`src/logic/eda_pkg.sv`:
```
// constants and carrier types for the data eeprom access block
// assumes a core that reaches the block's special registers by select code
package eda_pkg;
    // special register select codes
    localparam logic [2:0] EDA_SEL_GIC    = 3'h0; // global_interrupt_control
    localparam logic [2:0] EDA_SEL_FLAGS  = 3'h1; // peripheral_interrupt_flags
    localparam logic [2:0] EDA_SEL_ENAB   = 3'h2; // peripheral_interrupt_enables
    localparam logic [2:0] EDA_SEL_DATA   = 3'h3; // eeprom_data_byte
    localparam logic [2:0] EDA_SEL_LOC    = 3'h4; // eeprom_location
    localparam logic [2:0] EDA_SEL_CTRL   = 3'h5; // eeprom_control
    localparam logic [2:0] EDA_SEL_UNLOCK = 3'h6; // eeprom_unlock_port
    // eeprom_control bit positions
    localparam int EDA_B_RD   = 0;
    localparam int EDA_B_WR   = 1;
    localparam int EDA_B_GATE = 2;
    localparam int EDA_B_ERR  = 3;
    // flag / enable / global bit positions
    localparam int EDA_B_DONE = 7; // write_done_flag, write_done_irq_enable
    localparam int EDA_B_GIE  = 7; // global_irq_enable
    localparam int EDA_B_PERIPHERAL_IRQ_ENABLE = 6; // peripheral_irq_enable
    // unlock keys and spacing in core cycles
    localparam logic [7:0] EDA_KEY1      = 8'h55;
    localparam logic [7:0] EDA_KEY2      = 8'haa;
    localparam logic [7:0] EDA_ERASED    = 8'hff;
    localparam logic [7:0] EDA_ZERO      = 8'h00;
    localparam logic [3:0] EDA_UNLOCK_GAP = 4'h2;
    localparam logic [3:0] EDA_GAP_CHK   = EDA_UNLOCK_GAP - 4'h1;
    // timing
    localparam int EDA_CLK_KHZ   = 40000;
    localparam int EDA_PWRT_MS   = 64;
    localparam int EDA_PWRT_CYC  = EDA_PWRT_MS * EDA_CLK_KHZ;
    localparam int EDA_WRITE_MS  = 5;
    localparam int EDA_WRITE_CYC = EDA_WRITE_MS * EDA_CLK_KHZ;
    // write sequencer states, gray along idle-erase-program
    typedef enum logic [1:0] {
        EDA_IDLE  = 2'b00,
        EDA_ERASE = 2'b01,
        EDA_PROG  = 2'b11
    } eda_state_t;
    // one core access to a special register
    typedef struct packed {
        logic       we;
        logic       re;
        logic [2:0] sel;
        logic [7:0] wdata;
    } eda_sfr_req_t;
endpackage : eda_pkg

```
`src/logic/eda_eeprom_ctrl.sv`:
```
// data eeprom access control: special registers, unlock check, write timer
// assumes core and warm reset on ref_clk; protect strap comes from a pin
//
// Contract
// - read strobe loads data register next cycle
// - data register holds until read or write
// - keys 55h then AAh then write strobe
// - wrong cycle count suppresses the write
// - write strobe ignored while gate clear
// - hardware never clears the write gate
// - started write completes despite gate clear
// - write end clears strobe, sets done flag
// - done flag cleared only by software
// - power-up clears the write gate
// - power-up timer blocks write start
// - protected data stays core accessible
// - strobes set only by software, hardware clears
// - warm reset mid-write sets error, clears regs
// - unlock port reads as zero
`timescale 1ns/1ps
module eda_eeprom_ctrl
    import eda_pkg::*;
#(
    parameter int DEPTH     = 256,
    parameter int PWRT_CYC  = EDA_PWRT_CYC,
    parameter int WRITE_CYC = EDA_WRITE_CYC
) (
    input  wire logic         ref_clk,
    input  wire logic         srst,
    input  wire logic         warm_rst,
    input  wire eda_sfr_req_t sfr_req,
    input  wire logic         data_protect_config,
    output logic [7:0]        sfr_rdata_ff,
    output logic              irq_req_ff,
    output logic              write_busy_ff,
    output logic              programmer_blind_ff
);
    localparam int AW   = $clog2(DEPTH);
    localparam int HALF = (WRITE_CYC > 3) ? WRITE_CYC / 2 : 2;
    localparam logic [31:0] PHASE_LAST = 32'(HALF - 1);
    localparam logic [31:0] PWRT_LAST  = 32'(PWRT_CYC - 1);

    logic [7:0]  mem [DEPTH];      // eeprom array, no reset
    logic [7:0]  data_ff;          // eeprom_data_byte
    logic [7:0]  loc_ff;           // eeprom_location
    logic        rd_ff;            // read strobe
    logic        wr_ff;            // write strobe, mirrors busy
    logic        gate_ff;          // write_enable_gate
    logic        err_ff;           // write_error_flag
    logic        done_ff;          // write_done_flag
    logic        done_ie_ff;       // write_done_irq_enable
    logic        gie_ff;           // global_irq_enable
    logic        peripheral_irq_enable_ff;          // peripheral_irq_enable
    logic [1:0]  step_ff;          // unlock progress: 0 none, 1 key1, 2 key2
    logic [3:0]  gap_ff;           // cycles since last key
    logic [31:0] wcnt_ff;          // write phase counter
    logic [31:0] pwrt_ff;          // power-up timer
    logic        pwrt_done_ff;     // power-up timer expired
    logic        cpd_s1_ff;        // strap sync stage one
    logic        cpd_s2_ff;        // strap sync stage two
    eda_state_t  state_ff;
    eda_state_t  nxt_state;

    // access decode
    wire ctrl_we   = sfr_req.we && (sfr_req.sel == EDA_SEL_CTRL);
    wire data_we   = sfr_req.we && (sfr_req.sel == EDA_SEL_DATA);
    wire loc_we    = sfr_req.we && (sfr_req.sel == EDA_SEL_LOC);
    wire flags_we  = sfr_req.we && (sfr_req.sel == EDA_SEL_FLAGS);
    wire enab_we   = sfr_req.we && (sfr_req.sel == EDA_SEL_ENAB);
    wire gic_we    = sfr_req.we && (sfr_req.sel == EDA_SEL_GIC);
    wire unlock_we = sfr_req.we && (sfr_req.sel == EDA_SEL_UNLOCK);
    wire key1_hit  = unlock_we && (sfr_req.wdata == EDA_KEY1);
    wire key2_hit  = unlock_we && (sfr_req.wdata == EDA_KEY2);
    wire [AW-1:0] mem_addr = loc_ff[AW-1:0];
    wire [7:0]    rd_byte  = mem[mem_addr];
    // protect strap has no bearing on core access paths
    wire core_ok = 1'b1;
    // exact spacing after second key, checked at the strobe
    wire armed = (step_ff == 2'd2) && (gap_ff == EDA_GAP_CHK);
    wire rd_set = ctrl_we && sfr_req.wdata[EDA_B_RD] && !wr_ff && core_ok;
    // start needs gate, unlock, timer expired and an idle sequencer
    wire wr_go  = ctrl_we && sfr_req.wdata[EDA_B_WR] && gate_ff && armed
                  && pwrt_done_ff && (state_ff == EDA_IDLE) && !warm_rst && core_ok;
    wire phase_end = (wcnt_ff == PHASE_LAST);
    wire prog_end  = (state_ff == EDA_PROG) && phase_end && !warm_rst;
    wire [7:0] ctrl_view = {4'h0, err_ff, gate_ff, wr_ff, rd_ff};
    wire [7:0] rd_mux =
        (sfr_req.sel == EDA_SEL_CTRL)  ? ctrl_view :
        (sfr_req.sel == EDA_SEL_DATA)  ? data_ff :
        (sfr_req.sel == EDA_SEL_LOC)   ? loc_ff :
        (sfr_req.sel == EDA_SEL_FLAGS) ? {done_ff, 7'h00} :
        (sfr_req.sel == EDA_SEL_ENAB)  ? {done_ie_ff, 7'h00} :
        (sfr_req.sel == EDA_SEL_GIC)   ? {gie_ff, peripheral_irq_enable_ff, 6'h00} :
        EDA_ZERO; // unlock port and unused codes read zero

    // write sequencer next state; warm reset aborts
    always_comb begin
        nxt_state = state_ff;
        unique case (state_ff)
            EDA_IDLE:  if (wr_go) nxt_state = EDA_ERASE;
            EDA_ERASE: if (phase_end) nxt_state = EDA_PROG;
            EDA_PROG:  if (phase_end) nxt_state = EDA_IDLE;
            default:   nxt_state = EDA_IDLE;
        endcase
        if (warm_rst) begin
            nxt_state = EDA_IDLE;
        end
    end

    // sequencer and phase counter
    always_ff @(posedge ref_clk) begin
        if (srst) begin
            state_ff <= EDA_IDLE;
            wcnt_ff  <= 32'h0;
        end else begin
            state_ff <= nxt_state;
            // counter restarts on every state change
            wcnt_ff  <= (nxt_state != state_ff) ? 32'h0 : wcnt_ff + 32'h1;
        end
    end

    // array: erase to ones, then program the data byte
    always_ff @(posedge ref_clk) begin
        if (!srst && !warm_rst && phase_end && (state_ff == EDA_ERASE)) begin
            mem[mem_addr] <= EDA_ERASED;
        end else if (!srst && prog_end) begin
            mem[mem_addr] <= data_ff;
        end
    end

    // unlock tracker; any stray unlock write or late key drops it
    always_ff @(posedge ref_clk) begin
        if (srst || warm_rst) begin
            step_ff <= 2'd0;
            gap_ff  <= 4'h0;
        end else if (key1_hit) begin
            step_ff <= 2'd1;
            gap_ff  <= 4'h0;
        end else if (key2_hit && step_ff == 2'd1 && gap_ff == EDA_GAP_CHK) begin
            step_ff <= 2'd2;
            gap_ff  <= 4'h0;
        end else if (unlock_we || ctrl_we || gap_ff > EDA_GAP_CHK) begin
            step_ff <= 2'd0;
            gap_ff  <= 4'h0;
        end else if (step_ff != 2'd0) begin
            gap_ff  <= gap_ff + 4'h1;
        end
    end

    // strobes: software sets, hardware clears
    always_ff @(posedge ref_clk) begin
        if (srst || warm_rst) begin
            rd_ff <= 1'b0;
            wr_ff <= 1'b0;
        end else begin
            rd_ff <= rd_set; // one cycle read
            // gate clearing mid-write has no say here
            if (wr_go) begin
                wr_ff <= 1'b1;
            end else if (prog_end) begin
                wr_ff <= 1'b0;
            end
        end
    end

    // gate changes by software or power-up only; warm reset leaves it
    always_ff @(posedge ref_clk) begin
        if (srst) begin
            gate_ff <= 1'b0;
        end else if (ctrl_we) begin
            gate_ff <= sfr_req.wdata[EDA_B_GATE];
        end
    end

    // error flag: abort by warm reset wins over a software write
    always_ff @(posedge ref_clk) begin
        if (srst) begin
            err_ff <= 1'b0;
        end else if (warm_rst && wr_ff) begin
            err_ff <= 1'b1;
        end else if (ctrl_we) begin
            err_ff <= sfr_req.wdata[EDA_B_ERR];
        end
    end

    // data and location registers
    always_ff @(posedge ref_clk) begin
        if (srst || (warm_rst && wr_ff)) begin
            data_ff <= 8'h00;
            loc_ff  <= 8'h00;
        end else begin
            // read result beats a same-cycle software write
            if (rd_ff) begin
                data_ff <= rd_byte;
            end else if (data_we) begin
                data_ff <= sfr_req.wdata;
            end
            if (loc_we) begin
                loc_ff <= sfr_req.wdata;
            end
        end
    end

    // done flag: set wins over a clearing write
    always_ff @(posedge ref_clk) begin
        if (srst) begin
            done_ff <= 1'b0;
        end else if (prog_end) begin
            done_ff <= 1'b1;
        end else if (flags_we) begin
            done_ff <= sfr_req.wdata[EDA_B_DONE];
        end
    end

    // enables and interrupt request
    always_ff @(posedge ref_clk) begin
        if (srst) begin
            done_ie_ff <= 1'b0;
            gie_ff     <= 1'b0;
            peripheral_irq_enable_ff    <= 1'b0;
            irq_req_ff <= 1'b0;
        end else begin
            if (enab_we) begin
                done_ie_ff <= sfr_req.wdata[EDA_B_DONE];
            end
            if (gic_we) begin
                gie_ff  <= sfr_req.wdata[EDA_B_GIE];
                peripheral_irq_enable_ff <= sfr_req.wdata[EDA_B_PERIPHERAL_IRQ_ENABLE];
            end
            irq_req_ff <= done_ff && done_ie_ff && gie_ff && peripheral_irq_enable_ff;
        end
    end

    // power-up timer; long count, shorten via parameter in simulation
    always_ff @(posedge ref_clk) begin
        if (srst) begin
            pwrt_ff      <= 32'h0;
            pwrt_done_ff <= 1'b0;
        end else if (!pwrt_done_ff) begin
            pwrt_ff      <= pwrt_ff + 32'h1;
            pwrt_done_ff <= (pwrt_ff == PWRT_LAST);
        end
    end

    // registered read data, busy, strap sync
    always_ff @(posedge ref_clk) begin
        if (srst) begin
            sfr_rdata_ff        <= 8'h00;
            write_busy_ff       <= 1'b0;
            cpd_s1_ff           <= 1'b1;
            cpd_s2_ff           <= 1'b1;
            programmer_blind_ff <= 1'b0;
        end else begin
            if (sfr_req.re) begin
                sfr_rdata_ff <= rd_mux;
            end
            write_busy_ff       <= (nxt_state != EDA_IDLE);
            cpd_s1_ff           <= data_protect_config;
            cpd_s2_ff           <= cpd_s1_ff;
            // strap low hides data from the programmer only
            programmer_blind_ff <= !cpd_s2_ff;
        end
    end

    // checks; the edge that releases srst still shows reset state, so they wait one more edge
    logic chk_rst_ff; // srst as seen at the last edge
    always_ff @(posedge ref_clk) begin
        chk_rst_ff <= srst;
    end

    localparam int K_GAP = 2;
endmodule : eda_eeprom_ctrl

```
`config.mk`:
```
export PLATFORM = sky130hd
export DESIGN_NAME = eda_eeprom_ctrl
export DESIGN_NICKNAME = d
export VERILOG_FILES = /design/src/logic/eda_pkg.sv /design/src/logic/eda_eeprom_ctrl.sv
export SDC_FILE = /design/constraint.sdc
export NUM_CORES = 2
export LEC_CHECK = 0
export BUFFER_PORTS_ARGS = -buffer_cell sky130_fd_sc_hd__buf_2
export CORE_ASPECT_RATIO = 0.6
export CORE_UTILIZATION = 55
export DETAILED_ROUTE_END_ITERATION = 16
export HOLD_SLACK_MARGIN = 0.05
export MAX_ROUTING_LAYER = met4
export PLACE_DENSITY_LB_ADDON = 0.12
export SLEW_MARGIN = 20
export SYNTH_ARGS = -nofsm -noshare
export SYNTH_HDL_FRONTEND = slang
export SYNTH_SLANG_ARGS = --single-unit
```
`constraint.sdc`:
```
create_clock -name ref_clk -period 4.54 [get_ports ref_clk]
set_input_delay 0.908 -clock ref_clk [delete_from_list [all_inputs] [get_ports ref_clk]]
set_output_delay 0.908 -clock ref_clk [all_outputs]
set_load 0.01 [all_outputs]
```
==> out/qor.csv <==
stage;metric;value;unit
sta;hold_slack;0.267;ns
power;p_leak;34.9;nW
routing;wl;232000;µm
synthesis;async_reset_ff_share;0;%
placement;portBuffers;27;
synthesis;netlist_area;0.0849;mm²
global_routing;grt_first_pass_wirelength;328000;µm
finish;syn2layout_area_growth;12.2;%
run_status;status;finished, final reports clean;
die;initial_utilization;55.5;%
placement;dp_hpwl;148000;µm
synthesis;synth_flop_cell;edfxtp_1;
sta;timing.fmax;254;MHz
global_routing;gr-total-overflow;0;
cts;holdBufCountCts;0;
hold_path;holdPathStages;2;
setup_path;r2r_cells;9;
routing;antenna_left;0;
cts;cts_buffer_depth;3;
global_routing;track_usage;31.0;%
routing;remaining_drc_errors;0;
setup_path;startpoint_type;register;
sta;fin_skew;0.0363;ns
setup_path;arrival;4.61;ns
cts;cts.sink_count;2166;
die;core_region_area;0.153;mm²
setup_path;worstPathRequired;5.21;ns
sta;timing.final.crit_share;86.8;%
sta;hold_viol;0;
routing;dr.pass1.iters;6;
synthesis;yosysWarnings;0;
sta;rsz0062_at_grt;no;
synthesis;synth-seq-cells;2166;
global_routing;grt_pass1_vias;42900;
cts;root_buffer;clkbuf_16;
finish;layout-drive-gt1-share;23.2;%
sta;finalCriticalPeriod;3.94;ns
die;ios;28;
routing;first_iter_violations;6786;
finish;finish.cell_count_without_fillers;6910;
cts;clk_latency;0.84;ns
die;num_rows;111;
cts;cts_made_buffers;189;
cts;cts_resized;0;
synthesis;synth-edff-count;2048;
cts;clk_pin_slew;0.06;ns
sta;finalMaxSlewViolations;0;
synthesis;ys_seq_area_share;75.2;%
hold_path;hold_path_class;input pin to register;
synthesis;synth_area_per_cell;19.2;µm²
finish;final_nets;4718;
sta;setup_viol;0;
placement;finalWeightedCongestion;0.971;
die;die_area;0.156;mm²
cts;cts_tree;done;
setup_path;cp-end-kind;register;
cts;h-tree-depth;4;
sta;worst_pin_slew;1.25;ns
global_routing;grt_start_max_net_pins;141;
routing;post_drt_wl_per_cell;33.6;µm
routing;vias_per_cell;6.61;
setup_path;path_class;register to register;
die;die_w;509;µm
sta;maxSlewHeadroom;16.1;%
power;power_density;404;mW/mm²
synthesis;synth.distinct_cells;82;
synthesis;syn_inst;4425;
global_routing;antenna_found_initial;9;
finish;final_area;0.0953;mm²
routing;via_count;45700;
placement;dpl.cell_count;6539;
synthesis;synth.net_count;4447;
die;chipHeight;306;µm
cts;postCtsSetupBuffers;0;
sta;fin_setup_tns;0;ns
power;peakVddDrop;0.456;mV
placement;dpl_cell_area;0.0889;mm²
setup_path;crit_path_max_fanout;37;
run;maxCapViolCount;0;
==> area by class of cell <==
class	instances	area (µm²)
repair buffers	327	2870
clock buffers	252	5160
multi-input cells	2000	19600
clock inverters	103	1100
inverters	12	47.5
fillers	10700	57700
diodes	16	40.0
flip-flops and latches	2166	63900
well taps	2034	2540
==> final timing paths <==
check                                          from             endpoint  slack, ns
worst min register to register            cpd_s2_ff  programmer_blind_ff       0.38
worst max-delay path                       register           data_ff[2]       0.60
worst min-delay path            data_protect_config            cpd_s1_ff       0.27
worst max register to register             register           data_ff[2]       0.60
==> power breakdown <==
group | switching, mW | internal (mW)
Sequential | 0.0319 | 21.5
Combinational | 0.339 | 0.167
Clock | 7.32 | 9.16
==> sequential cells by signal, summed over array words and instances (netlist names), 2 cells and up, named ones only <==
register      cells
data_ff           8
gap_ff            4
loc_ff            8
mem            2048
pwrt_ff          32
sfr_rdata_ff      8
state_ff          2
step_ff           2
wcnt_ff          32
==> kinds of logic (layout without fill, tap and decap cells) <==
group | count (synthesis) | count (layout) | share of synthesized area [%]
adders and majority gates | 5 | 5 | 0.0737
buffers and inverters | 259 | 694 | 1.74
DFF | 2166 | 2166 | 75.2
other | 1 | 17 | 0.00442
and+or+nand+nor | 900 | 900 | 4.78
muxes | 651 | 651 | 14.4
xor gates and xnor gates | 61 | 61 | 0.630
AOI/OAI and AO/OA | 382 | 382 | 3.09
==> cell usage after synthesis, types with 23 or more instances <==
| library cell | count | area (µm²) |
|---|---|---|
| a21oi_1 | 62 | 310 |
| a22oi_1 | 38 | 285 |
| a31oi_1 | 23 | 144 |
| buf_2 | 56 | 280 |
| buf_4 | 45 | 338 |
| buf_6 | 23 | 259 |
| clkbuf_1 | 104 | 390 |
| dfxtp_1 | 118 | 2360 |
| edfxtp_1 | 2048 | 61500 |
| mux2i_1 | 173 | 1730 |
| mux4_2 | 457 | 10300 |
| nand2_1 | 183 | 687 |
| nand3_1 | 61 | 305 |
| nor2_1 | 434 | 1630 |
| nor2b_1 | 23 | 144 |
| nor3_1 | 48 | 240 |
| o21ai_0 | 46 | 230 |
| o221ai_1 | 41 | 359 |
| o22ai_1 | 72 | 450 |
| xor2_1 | 40 | 350 |
==> stage by stage <==
step | util (%) | worst slack [ns] | total power, mW
2_1_floorplan | - | 1.08 | 22.3
3_3_place_gp | 58.2 | 0.372 | 22.5
3_5_place_dp | 58.2 | 0.723 | 22.5
4_1_cts | 62.3 | 0.696 | 38.6
5_1_grt | 62.3 | 0.503 | 39.4
6_report | 62.3 | 0.600 | 38.5
==> placed cells by master, fill, tap and decap left out, drive strengths merged, types with 41 or more instances in the layout <==
master,count
o22ai,72
a21oi,62
dfxtp,118
mux2i,173
o21ai,46
nor3,49
nand2,184
mux4,457
edfxtp,2048
clkbuf,252
nand3,63
clkinv,80
o221ai,41
buf,327
nor2,434
==> metal layers <==
layer | share of wire (%) | GRT usage [%] | up-vias
met1 | 44 | 49.3 | 23900
met4 | 2.1 | 6.76 | 0
li1 | - | - | 18500
met5 | 0 | - | -
met2 | 41 | 39.3 | 2951
met3 | 14 | 8.95 | 331
==> worst max-delay path, stage by stage, from the launching register on <==
cell	delay, ns
dfxtp_4	0.65
buf_12	0.28
buf_12	0.32
mux4_2	0.61
a21oi_1	0.18
a21oi_1	0.14
o21ai_0	0.77
nor3_1	0.21
nor4_1	0.38
a221oi_1	0.15
(Power assumes the default switching activity.)
